$ cat src/common/afe_consts.svh
// Offsets, field positions, reset values and timing counts of the control bank
`ifndef AFE_CONSTS_SVH
`define AFE_CONSTS_SVH

`define AFE_OFS_LINK_RX_CFG 8'h05
`define AFE_OFS_AMP_EN 8'h06
`define AFE_OFS_LED_LINK_EN 8'h07
`define AFE_OFS_SUPERVISOR 8'h08
`define AFE_OFS_PIN_MUX 8'h0B
`define AFE_OFS_CO_SW 8'h0C

`define AFE_RST_VALUE 8'h00

// Writable bits of each register; all others read zero
`define AFE_MASK_LINK_RX_CFG 8'h20
`define AFE_MASK_AMP_EN 8'h2D
`define AFE_MASK_LED_LINK_EN 8'h86
`define AFE_MASK_SUPERVISOR 8'h3C
`define AFE_MASK_PIN_MUX 8'hB7
`define AFE_MASK_CO_SW 8'hF0

`define AFE_BIT_RX_HYS 5
`define AFE_BIT_RX_EN 5
`define AFE_BIT_PHOTO_INPUT_AMP_ENABLE 3
`define AFE_BIT_PHOTO_GAIN_AMP_ENABLE 2
`define AFE_BIT_LEDREG_EN 0
`define AFE_BIT_LED_SEL 7
`define AFE_BIT_LED_GATE 2
`define AFE_BIT_TX_EN 1
`define AFE_BIT_HOST_DIS 5
`define AFE_BIT_BOR_DIS 4
`define AFE_BIT_SUPERR_DIS 3
`define AFE_BIT_OVERTEMP_FAULT_ENABLE 2
`define AFE_BIT_SOFT_RST 1
`define AFE_BIT_MUX_BYP 7
`define AFE_MSB_MUX_SRC 5
`define AFE_LSB_MUX_SRC 4
`define AFE_MSB_PIN_MODE 2
`define AFE_LSB_PIN_MODE 0
`define AFE_BIT_CO_RO 7
`define AFE_BIT_CO_RG 6
`define AFE_BIT_CO_RI 5
`define AFE_BIT_CO_REF 4

// Pin mode codes
`define AFE_PIN_HIZ 3'h0
`define AFE_PIN_ERR_OUT 3'h2
`define AFE_PIN_LED_A 3'h4
`define AFE_PIN_LED_B 3'h5

// Supply-low warning hold-off after the monitor is re-enabled
`define AFE_CLK_MHZ 25
`define AFE_BOR_MASK_US 1000
`define AFE_BOR_MASK_CYCLES (`AFE_BOR_MASK_US * `AFE_CLK_MHZ)

`endif

$ cat src/common/afe_pkg.sv
// Types shared by the control bank and its users
package afe_pkg;

	// Register access from the serial interface engine
	typedef struct packed {
		logic [7:0] addr;
		logic wr;
		logic rd;
		logic [7:0] wdata;
	} afe_req_s;

	// Analog control levels driven from the bank
	typedef struct packed {
		logic link_rx_hysteresis_sel;
		logic link_rx_enable;
		logic link_tx_enable;
		logic photo_input_amp_enable;
		logic photo_gain_amp_enable;
		logic led_regulator_enable;
		logic host_supply_disable;
		logic brownout_monitor_disable;
		logic analog_mux_bypass;
		logic analog_mux_buffer_enable;
		logic [1:0] analog_mux_source;
		logic co_output_resistor_sw;
		logic co_feedback_resistor_sw;
		logic co_input_resistor_sw;
		logic co_reference_sw;
	} afe_ctrl_s;

	// Hold-off timer state, one-hot
	typedef enum logic [1:0] {
		AFE_BOR_IDLE = 2'b01,
		AFE_BOR_HOLD = 2'b10
	} afe_bor_e;

endpackage

$ cat src/logic/afe_ctrl_bank.sv
// Control and configuration register bank of the smoke and CO front end
`timescale 1ns/1ns
`include "afe_consts.svh"

// Overview of operation
// - Receiver config bit 5 picks link hysteresis: 0 wide, 1 narrow.
// - First enable bit 5 switches the alarm-link receiver on.
// - First enable bits 3 and 2 enable photo input and gain amplifiers.
// - First enable bit 0 enables the LED supply regulator.
// - Second enable bit 7 picks LED B enable input, else LED A; the pick drives no output.
// - Second enable bit 2 lets the LED enable pin enable the LED block.
// - Second enable bit 1 enables the alarm-link transmitter.
// - Control bit 5 set disables the host supply regulator.
// - Control bit 4 set disables the brown-out monitor.
// - Control bit 3 clear lets a supply power-good error enter fault mode.
// - Control bit 2 set lets over-temperature enter fault, raising flag.
// - Writing soft reset returns the bank to defaults; bit self-clears.
// - Mux buffer on when source nonzero, unless bypass switch chosen.
// - Mux source: off, CO output, photo output, photodiode output.
// - Pin mode 0 is high impedance; 1, 3, 6, 7 are reserved.
// - Pin mode 2 drives pin high on any unmasked error, else low.
// - Pin modes 4 and 5 OR the pin into LED A or LED B enable.
// - CO switch bit 7 adds the output series resistor.
// - CO switch bit 6 connects the gain-selected feedback resistor.
// - CO switch bit 5 adds the input series resistor.
// - CO switch bit 4 ties the positive input to the internal reference.
// - Supply-low warning held off 1 ms after the monitor is re-enabled.
module afe_ctrl_bank #(
	parameter int BOR_MASK_CYCLES = `AFE_BOR_MASK_CYCLES
) (
	input wire logic clk,
	input wire logic sys_rst,
	input wire afe_pkg::afe_req_s req,
	output logic [7:0] rdata,
	output logic rvalid,
	output afe_pkg::afe_ctrl_s ctrl,
	output logic soft_reset_pulse,
	input wire logic led_a_enable_input,
	input wire logic led_b_enable_input,
	input wire logic led_enable_pin,
	output logic led_block_enable,
	output logic led_a_on,
	output logic led_b_on,
	input wire logic mp_pin_in,
	output logic mp_pin_out,
	output logic mp_pin_oe,
	input wire logic unmasked_error,
	input wire logic supply_pg_error,
	input wire logic overtemp_event,
	input wire logic supply_low_raw,
	output logic supply_low_set,
	output logic fault_entry,
	output logic thermal_shutdown_set
);
	import afe_pkg::*;

	localparam int CW = $clog2(BOR_MASK_CYCLES + 1);

	logic [7:0] link_receiver_config;
	logic [7:0] amplifier_enable_bank;
	logic [7:0] led_link_enable_bank;
	logic [7:0] supervisor_control;
	logic [7:0] pin_mode_and_mux_select;
	logic [7:0] co_switch_config;
	logic soft_hit;
	logic [2:0] pin_mode;
	logic led_a_eff;
	logic led_b_eff;
	logic bor_dis_prev;
	afe_bor_e bor_state;
	logic [CW-1:0] bor_count;

	// Soft reset is a write strobe, never stored, so it reads back zero
	assign soft_hit = req.wr && req.addr == `AFE_OFS_SUPERVISOR
		&& req.wdata[`AFE_BIT_SOFT_RST];

	// Register writes; soft reset outranks the write that carries it
	always_ff @(posedge clk)
	begin
		if (sys_rst || soft_hit)
		begin
			link_receiver_config <= `AFE_RST_VALUE;
			amplifier_enable_bank <= `AFE_RST_VALUE;
			led_link_enable_bank <= `AFE_RST_VALUE;
			supervisor_control <= `AFE_RST_VALUE;
			pin_mode_and_mux_select <= `AFE_RST_VALUE;
			co_switch_config <= `AFE_RST_VALUE;
		end
		else if (req.wr)
		begin
			// Masking keeps reserved bits at zero
			case (req.addr)
				`AFE_OFS_LINK_RX_CFG:
					link_receiver_config <= req.wdata & `AFE_MASK_LINK_RX_CFG;
				`AFE_OFS_AMP_EN:
					amplifier_enable_bank <= req.wdata & `AFE_MASK_AMP_EN;
				`AFE_OFS_LED_LINK_EN:
					led_link_enable_bank <= req.wdata & `AFE_MASK_LED_LINK_EN;
				`AFE_OFS_SUPERVISOR:
					supervisor_control <= req.wdata & `AFE_MASK_SUPERVISOR;
				`AFE_OFS_PIN_MUX:
					pin_mode_and_mux_select <= req.wdata & `AFE_MASK_PIN_MUX;
				`AFE_OFS_CO_SW:
					co_switch_config <= req.wdata & `AFE_MASK_CO_SW;
				default:
					link_receiver_config <= link_receiver_config;
			endcase
		end
	end

	// Soft reset announced to registers held outside this bank
	always_ff @(posedge clk)
	begin
		if (sys_rst)
			soft_reset_pulse <= 1'b0;
		else
			soft_reset_pulse <= soft_hit;
	end

	// Read port: one cycle latency, unmapped offsets read zero
	always_ff @(posedge clk)
	begin
		if (sys_rst)
		begin
			rdata <= 8'h00;
			rvalid <= 1'b0;
		end
		else
		begin
			rvalid <= req.rd;
			case (req.addr)
				`AFE_OFS_LINK_RX_CFG: rdata <= link_receiver_config;
				`AFE_OFS_AMP_EN: rdata <= amplifier_enable_bank;
				`AFE_OFS_LED_LINK_EN: rdata <= led_link_enable_bank;
				`AFE_OFS_SUPERVISOR: rdata <= supervisor_control;
				`AFE_OFS_PIN_MUX: rdata <= pin_mode_and_mux_select;
				`AFE_OFS_CO_SW: rdata <= co_switch_config;
				default: rdata <= 8'h00;
			endcase
		end
	end

	// Analog control levels straight from the register flops
	always_comb
	begin
		ctrl.link_rx_hysteresis_sel =
			link_receiver_config[`AFE_BIT_RX_HYS];
		ctrl.link_rx_enable = amplifier_enable_bank[`AFE_BIT_RX_EN];
		ctrl.photo_input_amp_enable =
			amplifier_enable_bank[`AFE_BIT_PHOTO_INPUT_AMP_ENABLE];
		ctrl.photo_gain_amp_enable =
			amplifier_enable_bank[`AFE_BIT_PHOTO_GAIN_AMP_ENABLE];
		ctrl.led_regulator_enable =
			amplifier_enable_bank[`AFE_BIT_LEDREG_EN];
		ctrl.link_tx_enable = led_link_enable_bank[`AFE_BIT_TX_EN];
		ctrl.host_supply_disable =
			supervisor_control[`AFE_BIT_HOST_DIS];
		ctrl.brownout_monitor_disable =
			supervisor_control[`AFE_BIT_BOR_DIS];
		ctrl.analog_mux_source = pin_mode_and_mux_select[
			`AFE_MSB_MUX_SRC:`AFE_LSB_MUX_SRC];
		ctrl.analog_mux_bypass =
			pin_mode_and_mux_select[`AFE_BIT_MUX_BYP];
		// Buffer and bypass switch are never both on
		ctrl.analog_mux_buffer_enable = !ctrl.analog_mux_bypass
			&& ctrl.analog_mux_source != 2'h0;
		ctrl.co_output_resistor_sw = co_switch_config[`AFE_BIT_CO_RO];
		ctrl.co_feedback_resistor_sw =
			co_switch_config[`AFE_BIT_CO_RG];
		ctrl.co_input_resistor_sw = co_switch_config[`AFE_BIT_CO_RI];
		ctrl.co_reference_sw = co_switch_config[`AFE_BIT_CO_REF];
	end

	assign pin_mode =
		pin_mode_and_mux_select[`AFE_MSB_PIN_MODE:`AFE_LSB_PIN_MODE];

	// Multipurpose pin; reserved codes leave it released like code 0
	always_comb
	begin
		mp_pin_oe = 1'b0;
		mp_pin_out = 1'b0;
		case (pin_mode)
			`AFE_PIN_ERR_OUT:
			begin
				mp_pin_oe = 1'b1;
				mp_pin_out = unmasked_error;
			end
			default:
				mp_pin_oe = 1'b0;
		endcase
	end

	// LED enables; the pin only joins in its own mode
	assign led_a_eff = led_a_enable_input
		|| (pin_mode == `AFE_PIN_LED_A && mp_pin_in);
	assign led_b_eff = led_b_enable_input
		|| (pin_mode == `AFE_PIN_LED_B && mp_pin_in);
	assign led_a_on = led_a_eff;
	assign led_b_on = led_b_eff;

	// Pin gate decides whether the enable pin reaches the LED block
	assign led_block_enable = led_link_enable_bank[`AFE_BIT_LED_GATE]
		&& led_enable_pin;

	// Chosen input is decoded here but drives neither the LED block nor any output
	logic led_selected;
	assign led_selected = led_link_enable_bank[`AFE_BIT_LED_SEL]
		? led_b_eff : led_a_eff;

	// Fault entry and thermal flag as one-cycle events
	always_ff @(posedge clk)
	begin
		if (sys_rst)
		begin
			fault_entry <= 1'b0;
			thermal_shutdown_set <= 1'b0;
		end
		else
		begin
			fault_entry <= (supply_pg_error
				&& !supervisor_control[`AFE_BIT_SUPERR_DIS])
				|| (overtemp_event
				&& supervisor_control[`AFE_BIT_OVERTEMP_FAULT_ENABLE]);
			thermal_shutdown_set <= overtemp_event
				&& supervisor_control[`AFE_BIT_OVERTEMP_FAULT_ENABLE];
		end
	end

	// Hold-off timer; a fresh re-enable restarts the full window
	always_ff @(posedge clk)
	begin
		if (sys_rst)
		begin
			bor_dis_prev <= 1'b0;
			bor_state <= AFE_BOR_IDLE;
			bor_count <= '0;
		end
		else
		begin
			bor_dis_prev <= ctrl.brownout_monitor_disable;
			case (bor_state)
				AFE_BOR_IDLE:
					if (bor_dis_prev && !ctrl.brownout_monitor_disable)
					begin
						bor_state <= AFE_BOR_HOLD;
						bor_count <= CW'(BOR_MASK_CYCLES - 1);
					end
				AFE_BOR_HOLD:
					if (ctrl.brownout_monitor_disable)
						bor_state <= AFE_BOR_IDLE;
					else if (bor_count == '0)
						bor_state <= AFE_BOR_IDLE;
					else
						bor_count <= bor_count - CW'(1);
				default:
					bor_state <= AFE_BOR_IDLE;
			endcase
		end
	end

	// Warning only while monitoring and outside the hold-off window
	assign supply_low_set = supply_low_raw
		&& !ctrl.brownout_monitor_disable
		&& bor_state == AFE_BOR_IDLE
		&& !(bor_dis_prev && !ctrl.brownout_monitor_disable);
endmodule // afe_ctrl_bank

$ cat config.mk
export PLATFORM = sky130hd
export DESIGN_NAME = afe_ctrl_bank
export DESIGN_NICKNAME = d
export VERILOG_FILES = /design/src/common/afe_pkg.sv /design/src/logic/afe_ctrl_bank.sv
export VERILOG_INCLUDE_DIRS = /design/src /design/src/common
export SDC_FILE = /design/constraint.sdc
export NUM_CORES = 1
export LEC_CHECK = 0
export ABC_AREA = 1
export BUFFER_PORTS_ARGS = -buffer_cell sky130_fd_sc_hd__buf_2
export CORE_MARGIN = 4
export CORE_UTILIZATION = 55
export DETAILED_ROUTE_END_ITERATION = 6
export PLACE_DENSITY = 0.81
export SYNTH_ARGS = -nofsm -noshare
export SYNTH_HDL_FRONTEND = slang
export SYNTH_SLANG_ARGS = --single-unit
$ cat constraint.sdc
create_clock -name clk -period 2.3 [get_ports clk]
set_input_delay 0 -clock clk [delete_from_list [all_inputs] [get_ports clk]]
set_output_delay 0 -clock clk [all_outputs]
set_load 0.1 [all_outputs]
# After elaboration in Yosys (flattened, before gate mapping)
# Index checks and enable logic that the tools add are counted.
# op_classes
addsub,1
n_eq_ne,15
muxes,11
reduce_logical,31
# ops
op,n
one-hot mux 8 bit (6 select lines),1
two-way mux 15 bit,3
one-hot mux 15 bit (2 select lines),1
equality test 8 x 3 -> 1 bit (second input constant),3
equality test 8 x 4 -> 1 bit (second input constant),3
logical NOT 15 bit,1
subtractor 15 x 1 -> 15 bit (second input constant),1
AND reduction 2 bit,7
logical AND 1 bit,12
equality test 3 bit (second input constant),2
two-way mux 2 bit,3
inequality test 2 bit (second input constant),3
logical NOT 1 bit,4
logical OR 1 bit,4
one-hot mux 2 bit (2 select lines),1
AND reduction 4 bit,1
nonzero test 2 bit,2
equality test 3 x 2 -> 1 bit (second input constant),1
inequality test 3 bit (second input constant),1
equality test 2 x 1 -> 1 bit (second input constant),1
equality test 2 bit (second input constant),1
two-way mux 1 bit,2
# word_totals
regBits,52
inputBits,28
out_inout_bits,34
elab_cells,72

# Depth between registers and ports, before layout
# Gate-level depths: netlist of the first run.
# logic_depth
ltp_word,4
ltp_mapped,10

# Least setup slack after synthesis of the first run
# Ideal clock, no wire load.
# synth_timing
path_type,reg-to-output
startpoint,register pin_mode_and_mux_select[1]
endpoint,output port mp_pin_out
t_arrival_ns,3.429
path_slack_ns,-1.129
stages_incl_launch_ff,4
path_cell_list,dfxtp_1 -> inv_1 -> nor3_1 -> and2_1
# synth_via
elab_chain_cells,2
# synth_lines
item,line_no,rtl
start: declaration,afe_ctrl_bank.sv:63,logic [7:0] pin_mode_and_mux_select;
start signal: assignment,afe_ctrl_bank.sv:86,pin_mode_and_mux_select <= `AFE_RST_VALUE;
start signal: assignment,afe_ctrl_bank.sv:102,pin_mode_and_mux_select <= req.wdata & `AFE_MASK_PIN_MUX;
equality test 3 x 2 -> 1 bit,afe_ctrl_bank.sv:182,case (pin_mode)
two-way mux 1 bit,afe_ctrl_bank.sv:182,
end: declaration,afe_ctrl_bank.sv:45,"output logic mp_pin_out,"
# No other way between the ends.

# Worst setup path after layout of the first run
# layout_timing
startpoint,register bor_count[0]
endpoint,register bor_count[3]
# layout_via
elab_chain_cells,4
word_cells_on_any_way,7
# layout_lines
item,line_no,rtl
start: declaration,afe_ctrl_bank.sv:71,logic [CW-1:0] bor_count;
start signal: assignment,afe_ctrl_bank.sv:246,bor_count <= CW'(BOR_MASK_CYCLES - 1);
start signal: assignment,afe_ctrl_bank.sv:254,bor_count <= bor_count - CW'(1);
subtractor 15 x 1 -> 15 bit,afe_ctrl_bank.sv:254,
two-way mux 15 bit,afe_ctrl_bank.sv:251,else if (bor_count == '0)
two-way mux 15 bit,afe_ctrl_bank.sv:249,if (ctrl.brownout_monitor_disable)
one-hot mux 15 bit (2 select lines),afe_ctrl_bank.sv:241,case (bor_state)
# Parallel ways exist; a longest one is shown, timed or not. The select of a mux whose other input is x is not followed.
# A chain may end at the register's enable or synchronous reset.

==> insert_results.sql, run 1 <==
INSERT INTO impl_metrics (metric_group, metric, value, unit) VALUES
('yosys', 'synth_top_family_by_area', 'simple AND/OR/NAND/NOR gates', ''),
('status', 'result_of_the_run', 'complete, no violations', ''),
('global_routing', 'first_pass_grt_wire_length', '10700', 'um'),
('routing', 'detailroute.via_count', '2725', ''),
('critical_path', 'arrival', '1.78', 'ns'),
('yosys', 'postSynthAreaPerCell', '6.63', 'um2'),
('clocking', 'cts.reportedPaths.clkPinSlew', '0.09', 'ns'),
('routing', 'wire_per_inst', '12.3', 'um'),
('clocking', 'cts_repair_resized_insts', '0', ''),
('timing', 'final.min_clock_period', '1.55', 'ns'),
('yosys', 'synth_compound_area_share', '9.87', '%'),
('power_and_ir_drop', 'static_leak', '1.52', 'nW'),
('die', 'initial_utilization', '58.2', '%'),
('clocking', 'clkLatencyLatePin', '0.30', 'ns'),
('yosys', 'synth_fa_ha_area_share', '0.484', '%'),
('global_routing', 'vias_in_the_first_global_route', '2506', ''),
('routing', 'drc_errors', '0', ''),
('layout', 'post_route_cells_drive_above_1_share', '19.1', '%'),
('critical_path', 'crit_path_max_fanout', '15', ''),
('routing', 'dr.pass1.iters', '4', ''),
('hold_path', 'min_path_type', 'in -> reg', ''),
('routing', 'post_drt_via_cell_ratio', '5.32', ''),
('global_routing', 'global_route.overflow_total', '0', ''),
('layout', 'n_antenna_cell', '0', ''),
('yosys', 'syn_area', '2590', 'um2'),
('timing', 'skew', '0.00220', 'ns'),
('yosys', 'ys_warn_count', '0', ''),
('critical_path', 'setup.worst_path.start_class', 'flip-flop', ''),
('timing', 'max-slew-margin-rel', '61.1', '%'),
('global_routing', 'tot_gr_track_use', '21.9', '%'),
('yosys', 'synth_cell_type_count', '28', ''),
('yosys', 'synth_xor_area_share', '0.677', '%'),
('yosys', 'synth_cells', '390', ''),
('die', 'dieArea', '5860', 'um2'),
('yosys', 'post-synth-top-area-fraction', '40.3', '%'),
('timing', 'finalWorstSetupSlack', '0.752', 'ns'),
('timing', 'setup-violations-final', '0', ''),
('die', 'die_height', '76.6', 'um'),
('clocking', 'cts-root-to-sink-buffers', '2', ''),
('routing', 'detail_route.iter0.violations', '163', ''),
('timing', 'timing.final.crit_share', '67.3', '%'),
('die', 'row_count', '24', ''),
('place', 'gpl.final_weighted_congestion', '0.893', ''),
('layout', 'syn_to_final_growth', '20.3', '%'),
('timing', 'timing.setup.tns', '0', 'ns'),
('layout', 'final.fill_count', '385', ''),
('yosys', 'synth-seq-cells', '52', ''),
('place', 'place_worst_setup_slack', '0.775', 'ns'),
('clocking', 'post_cts.repair.setup_buffers', '0', ''),
('clocking', 'cts-buffers-inserted', '5', ''),
('die', 'die_width', '76.6', 'um'),
('timing', 'grt_setup_unrepaired', 'no', ''),
('clocking', 'root_buffer_cell', 'clkbuf_8', ''),
('clocking', 'h-tree-depth', '2', ''),
('yosys', 'yosys-mux-area-fraction', '0', '%'),
('yosys', 'synth_sequential_area_ratio', '40.3', '%'),
('power_and_ir_drop', 'power.density', '501', 'nW/um2'),
('clocking', 'ctsHoldBuffers', '10', ''),
('timing', 'hold_viol', '0', ''),
('layout', 'utilization_of_the_core_after_routing', '70.0', '%'),
('global_routing', 'grt_max_degree', '23', ''),
('timing', 'worst-slew-pin-transition', '0.581', 'ns'),
('routing', 'overall_routed_net_length', '6280', 'um'),
('yosys', 'post-synth-top-area-cell', 'dfxtp_1', ''),
('clocking', 'cts_tree', 'built', ''),
('timing', 'report.final.slew_viol_count', '0', ''),
('power_and_ir_drop', 'ir_worst_vdd', '0.000417', 'V'),
('critical_path', 'critical_path.endpoint_type', 'flip-flop', ''),
('critical_path', 'required', '2.53', 'ns'),
('place', 'dp_hpwl', '4730', 'um'),
('yosys', 'simple_gate_portion_of_the_synthesized_area', '39.3', '%'),
('die', 'num_io_pins', '62', ''),
('global_routing', 'antenna_violations_before_repair', '0', ''),
('timing', 'clock.fmax', '0.646', 'GHz'),
('run', 'drv.max_cap_violation_count', '0', ''),
('routing', 'ant_nets', '0', ''),
('clocking', 'cts.sink_count', '52', ''),
('place', 'port_buffers', '61', ''),
('yosys', 'synth.top_cells.by_area', 'dfxtp_1 (40%), nand2_1 (17%), nand3_1 (8.7%)', ''),
('critical_path', 'worst-setup-path-type', 'reg -> reg', ''),
('layout', 'finish.net_count', '488', ''),
('yosys', 'syn-num-nets', '419', ''),
('die', 'core', '4440', 'um2');
==> power by group <==
group,total (mW),internal [mW],switching (mW)
registers,0.903,0.902,0.000999
logic,0.129,0.0406,0.0885
clock network,0.526,0.241,0.285
==> cell families (layout without fill, tap and decap cells) <==
logic type | count (synthesis) | count (layout)
and+or+nand+nor | 234 | 234
buffers and inverters | 54 | 124
DFF | 52 | 52
AOI/OAI and AO/OA | 47 | 47
xor gates and xnor gates | 2 | 2
adders and majority gates | 1 | 1
==> synthesized netlist by cell type <==
| cell | n |
|---|---|
| o21ai_4 | 1 |
| buf_6 | 2 |
| dfxtp_1 | 52 |
| nor3_4 | 1 |
| a41o_1 | 1 |
| nand2_4 | 1 |
| nand3_1 | 45 |
| ha_1 | 1 |
| or2_4 | 1 |
| nor3_2 | 3 |
| buf_4 | 6 |
| inv_1 | 38 |
| o21ai_0 | 5 |
| buf_1 | 1 |
| nor3b_1 | 1 |
| and2_1 | 2 |
| nand3b_1 | 2 |
| nand3_2 | 2 |
| clkbuf_1 | 4 |
| a21oi_1 | 39 |
| a31o_2 | 1 |
| buf_2 | 3 |
| nor3_1 | 5 |
| xor2_1 | 1 |
| nand2_1 | 120 |
| nor2_1 | 50 |
| or2_2 | 1 |
| xnor2_1 | 1 |
==> stage by stage <==
| step | hold slack [ns] | cells | area [um2] | total power [mW] |
|---|---|---|---|---|
| 3_5_place_dp | 0.210 | 494 | 2920 | 1.04 |
| 5_1_grt | 0.00830 | 512 | 3110 | 1.63 |
| 6_report | 0.0147 | 512 | 3110 | 1.56 |
| 4_1_cts | 0.00776 | 512 | 3110 | 1.57 |
| 2_1_floorplan | 0.0768 | 390 | 2600 | 1.00 |
| 3_3_place_gp | 0.200 | 494 | 2920 | 1.04 |
==> path summary, 6_finish.rpt <==
kind	to	cells after the start	slack (ns)	startpoint
max reg2reg	bor_count[3]	9	0.75	bor_count[0]
min	link_receiver_config[5]	3	0.01	req[5]
min reg2reg	rdata[6]	2	0.47	co_switch_config[6]
max	bor_count[3]	9	0.75	bor_count[0]
==> placed cells by master, fill, tap and decap left out <==
cell / n
nand2_1: 120
buf_2: 61
dfxtp_1: 52
nor2_1: 50
nand3_1: 45
a21oi_1: 39
inv_1: 38
dlygate4sd3_1: 10
buf_4: 7
clkbuf_8: 6
o21ai_0: 5
nor3_1: 4
nor3_2: 3
nor3_4: 2
and2_1: 2
nand3_2: 2
nand3b_1: 2
clkinv_2: 2
a31o_2: 1
a41o_1: 1
or2_4: 1
nand2_4: 1
o21ai_4: 1
xnor2_1: 1
nor3b_1: 1
xor2_1: 1
or2_2: 1
ha_1: 1
==> critical path, stage by stage, from the launching register on <==
cell and delay (ns):
dfxtp_1 0.33, inv_1 0.10, ha_1 0.22, nand2_1 0.11, nor2_1 0.11, nand2_1 0.07
nand3_2 0.06, buf_4 0.20, nand3_1 0.10, a21oi_1 0.16
==> routing by layer <==
layer	track usage [%]	up-vias	part of all wire (%)
met5	0	-	0
met4	7.43	0	2.2
met3	5.56	17	7.3
met2	40.2	97	51
met1	24.3	1242	39
li1	-	1369	-
==> layout make-up <==
cell class / instances / area, um2 / share of cell area (%)
Clock buffer: 6 / 82.6 / 2.65
Multi-Input combinational cell: 284 / 1310 / 42.2
Timing Repair Buffer: 78 / 458 / 14.7
Sequential cell: 52 / 1040 / 33.5
Tap cell: 52 / 65.1 / 2.09
Inverter: 38 / 143 / 4.58
Clock inverter: 2 / 10.0 / 0.322
==> sequential cells by signal (all words and copies together), names as in the netlist <==
| name | count |
|---|---|
| fault_entry | 1 |
| soft_reset_pulse | 1 |
| bor_dis_prev | 1 |
| amplifier_enable_bank | 4 |
| bor_count | 15 |
| link_receiver_config | 1 |
| bor_state | 2 |
| thermal_shutdown_set | 1 |
| led_link_enable_bank | 3 |
| rdata | 8 |
| co_switch_config | 4 |
| pin_mode_and_mux_select | 6 |
| supervisor_control | 4 |
| rvalid | 1 |
(Power assumes the default switching activity.)
==> run 2, diff against run 1 <==
- CORE_UTILIZATION: 55 -> 48
- PLACE_DENSITY: 0.81 -> 0.75
- clock period: 2.3 -> 1.4 ns (I/O delays scaled with it)
==> run 2 against run 1 <==
Compared with the run above:
- global-route usage is 0.80 points higher
- the flow now finishes with violations (negative setup slack)
- via count grew 2.8%
- largest power group unchanged
- design area is 16% higher
- critical endpoint is now bor_count[2]
- cell count grew 8.2%
- largest cell class unchanged
- total power rose by 68%
- utilization decreased by 0.25 points
- sequential power increased by 64%
- highest routed layer unchanged
==> insert_results.sql, run 2 (same netlist as run 1, synthesis figures left out) <==
INSERT INTO impl_metrics (metric_group, metric, value, unit) VALUES
('clocking', 'cts-buffers-inserted', '5', ''),
('clocking', 'cts_tree', 'built', ''),
('layout', 'finish.cell_count_without_fillers', '554', ''),
('power_and_ir_drop', 'power.density', '726', 'nW/um2'),
('timing', 'setup-violations-final', '6', ''),
('global_routing', 'tot_gr_track_use', '22.7', '%'),
('critical_path', 'worst-setup-path-type', 'reg -> reg', ''),
('layout', 'n_antenna_cell', '0', ''),
('die', 'num_io_pins', '62', ''),
('timing', 'timing.setup.tns', '-0.0944', 'ns'),
('die', 'core', '5170', 'um2'),
('die', 'row_count', '26', ''),
('routing', 'wire_per_inst', '13.3', 'um'),
('layout', 'utilization_of_the_core_after_routing', '69.8', '%'),
('power_and_ir_drop', 'static_leak', '1.70', 'nW'),
('global_routing', 'grt_max_degree', '23', ''),
('timing', 'max-slew-margin-rel', '67.4', '%'),
('run', 'drv.max_cap_violation_count', '0', ''),
('routing', 'detail_route.iter0.violations', '173', ''),
('routing', 'detailroute.via_count', '2802', ''),
('global_routing', 'vias_in_the_first_global_route', '2650', ''),
('global_routing', 'antenna_violations_before_repair', '0', ''),
('layout', 'syn_to_final_growth', '39.5', '%'),
('layout', 'largest_register', 'bor_count', ''),
('layout', 'largest_register_ffs', '15', ''),
('clocking', 'root_buffer_cell', 'clkbuf_8', ''),
('timing', 'report.final.slew_viol_count', '0', ''),
('place', 'placedCellCount', '531', ''),
('critical_path', 'crit_family', 'simple AND/OR/NAND/NOR gates', ''),
('routing', 'overall_routed_net_length', '7390', 'um'),
('die', 'initial_utilization', '50.0', '%'),
('critical_path', 'required', '1.64', 'ns'),
('clocking', 'clkLatencyLatePin', '0.31', 'ns'),
('clocking', 'cts.sink_count', '52', ''),
('critical_path', 'critical_path.endpoint_type', 'flip-flop', ''),
('die', 'die_width', '81.4', 'um'),
('die', 'dieArea', '6630', 'um2'),
('timing', 'skew', '0.00555', 'ns'),
('layout', 'top_regs', 'bor_count: 15 flops, rdata: 8 flops, pin_mode_and_mux_select: 6 flops', ''),
('critical_path', 'setup.worst_path.start_class', 'flip-flop', ''),
('status', 'result_of_the_run', 'finished, violations left', ''),
('critical_path', 'arrival', '1.68', 'ns'),
('timing', 'final.min_clock_period', '1.43', 'ns'),
('timing', 'finalWorstSetupSlack', '-0.0311', 'ns'),
('place', 'gpl.final_weighted_congestion', '0.921', ''),
('layout', 'final_common_cell', 'nand2_1', ''),
('clocking', 'cts.reportedPaths.clkPinSlew', '0.09', 'ns'),
('layout', 'finish.net_count', '512', ''),
('die', 'die_height', '81.4', 'um'),
('global_routing', 'global_route.overflow_total', '0', ''),
('place', 'dp_hpwl', '5050', 'um'),
('layout', 'postLayoutCellArea', '3610', 'um2'),
('critical_path', 'max_stage_delay', '0.37', 'ns'),
('routing', 'drc_errors', '0', ''),
('hold_path', 'min_path_type', 'in -> reg', ''),
('critical_path', 'worstPathCellList', 'nor2_2 > nand2_2 > nor2_2 > nand2_2 > nand3_4 > buf_8 > nand3_4 > a21oi_2', ''),
('global_routing', 'first_pass_grt_wire_length', '11800', 'um'),
('status', 'violations', 'negative setup slack', ''),
('timing', 'hold_viol', '0', ''),
('critical_path', 'crit_path_max_fanout', '7', ''),
('place', 'port_buffers', '61', ''),
('timing', 'clock.fmax', '0.699', 'GHz'),
('clocking', 'h-tree-depth', '2', ''),
('timing', 'timing.final.crit_share', '102', '%'),
('clocking', 'cts-root-to-sink-buffers', '2', ''),
('layout', 'layout.cells.most_common_list', 'nand2_1 (111), buf_2 (56), dfxtp_1 (43)', ''),
('routing', 'dr.pass1.iters', '4', ''),
('routing', 'post_drt_via_cell_ratio', '5.06', ''),
('critical_path', 'cp_slowest_cell', 'dfxtp_2', ''),
('critical_path', 'worst-path-buf-inv', '1', ''),
('power_and_ir_drop', 'ir_worst_vdd', '0.000583', 'V'),
('layout', 'post_route_cells_drive_above_1_share', '34.1', '%'),
('timing', 'worst-slew-pin-transition', '0.493', 'ns'),
('routing', 'ant_nets', '0', ''),
('place', 'dpl_cell_area', '3150', 'um2'),
('timing', 'grt_setup_unrepaired', 'yes', '');
==> run 2: changes by cell type in the layout (fill, tap and decap cells not counted), sizes merged <==
cell,delta
clkinvlp,+1
clkinv,-2
buf,+20
clkbuf,+4
nand2,+1
==> run 2: report_power, final <==
| group | switching [mW] | internal, mW | total, mW |
|---|---|---|---|
| registers | 0.00162 | 1.48 | 1.48 |
| clock network | 0.499 | 0.403 | 0.902 |
| logic | 0.153 | 0.0841 | 0.237 |
| total | 0.654 | 1.97 | 2.62 |
==> run 2: path summary, 6_finish.rpt <==
check             cells after the start  slack (ns)                start                  endpoint
hold / removal                        3       0.008               req[5]  amplifier_enable_bank[5]
hold reg to reg                       2        0.46  co_switch_config[6]                  rdata[6]
setup reg to reg                      8       -0.03         bor_count[8]              bor_count[2]
setup / recovery                      8       -0.03         bor_count[8]              bor_count[2]
==> run 2: what timing repair did <==
item                                    in CTS  in global routing
endpoints found under the hold margin       19                  0
gates resized for setup                     10                 58
pin swaps                                    7                 22
cloned                                       1                  1
hold buffers                                10                  0
setup buffers                                1                  2
endpoints found under the setup margin      17                 20
==> run 2: worst register-to-register path, stage by stage, from the launching register on <==
cell and delay [ns]:
dfxtp_2 0.37, nor2_2 0.15, nand2_2 0.10, nor2_2 0.13, nand2_2 0.10, nand3_4 0.15, buf_8 0.17, nand3_4 0.07
a21oi_2 0.14
==> run 2: through the flow <==
step	worst slack (ns)	hold slack (ns)	power, mW
2_1_floorplan	-0.254	0.0768	1.65
5_1_grt	-0.130	0.0172	2.71
6_report	-0.0311	0.00813	2.62
4_1_cts	0.00000600	0.00135	2.63
3_5_place_dp	-0.0985	0.211	1.73
3_3_place_gp	0.0112	0.201	1.73
==> run 2: area by class of cell <==
| class | instances | area [um2] |
|---|---|---|
| Fill cell | 441 | 1560 |
| Multi-Input combinational cell | 285 | 1530 |
| Timing Repair Buffer | 101 | 699 |
| Sequential cell | 52 | 1050 |
| Inverter | 38 | 143 |
| Clock buffer | 7 | 86.3 |
| Clock inverter | 1 | 7.51 |
| Tap cell | 70 | 87.6 |
==> run 2: metal layers <==
layer  routed length, um  GRT usage (%)
met4                  85           7.09
met2                3950           41.5
met1                3020           26.8
met3                 338           3.44
met5                   0              0
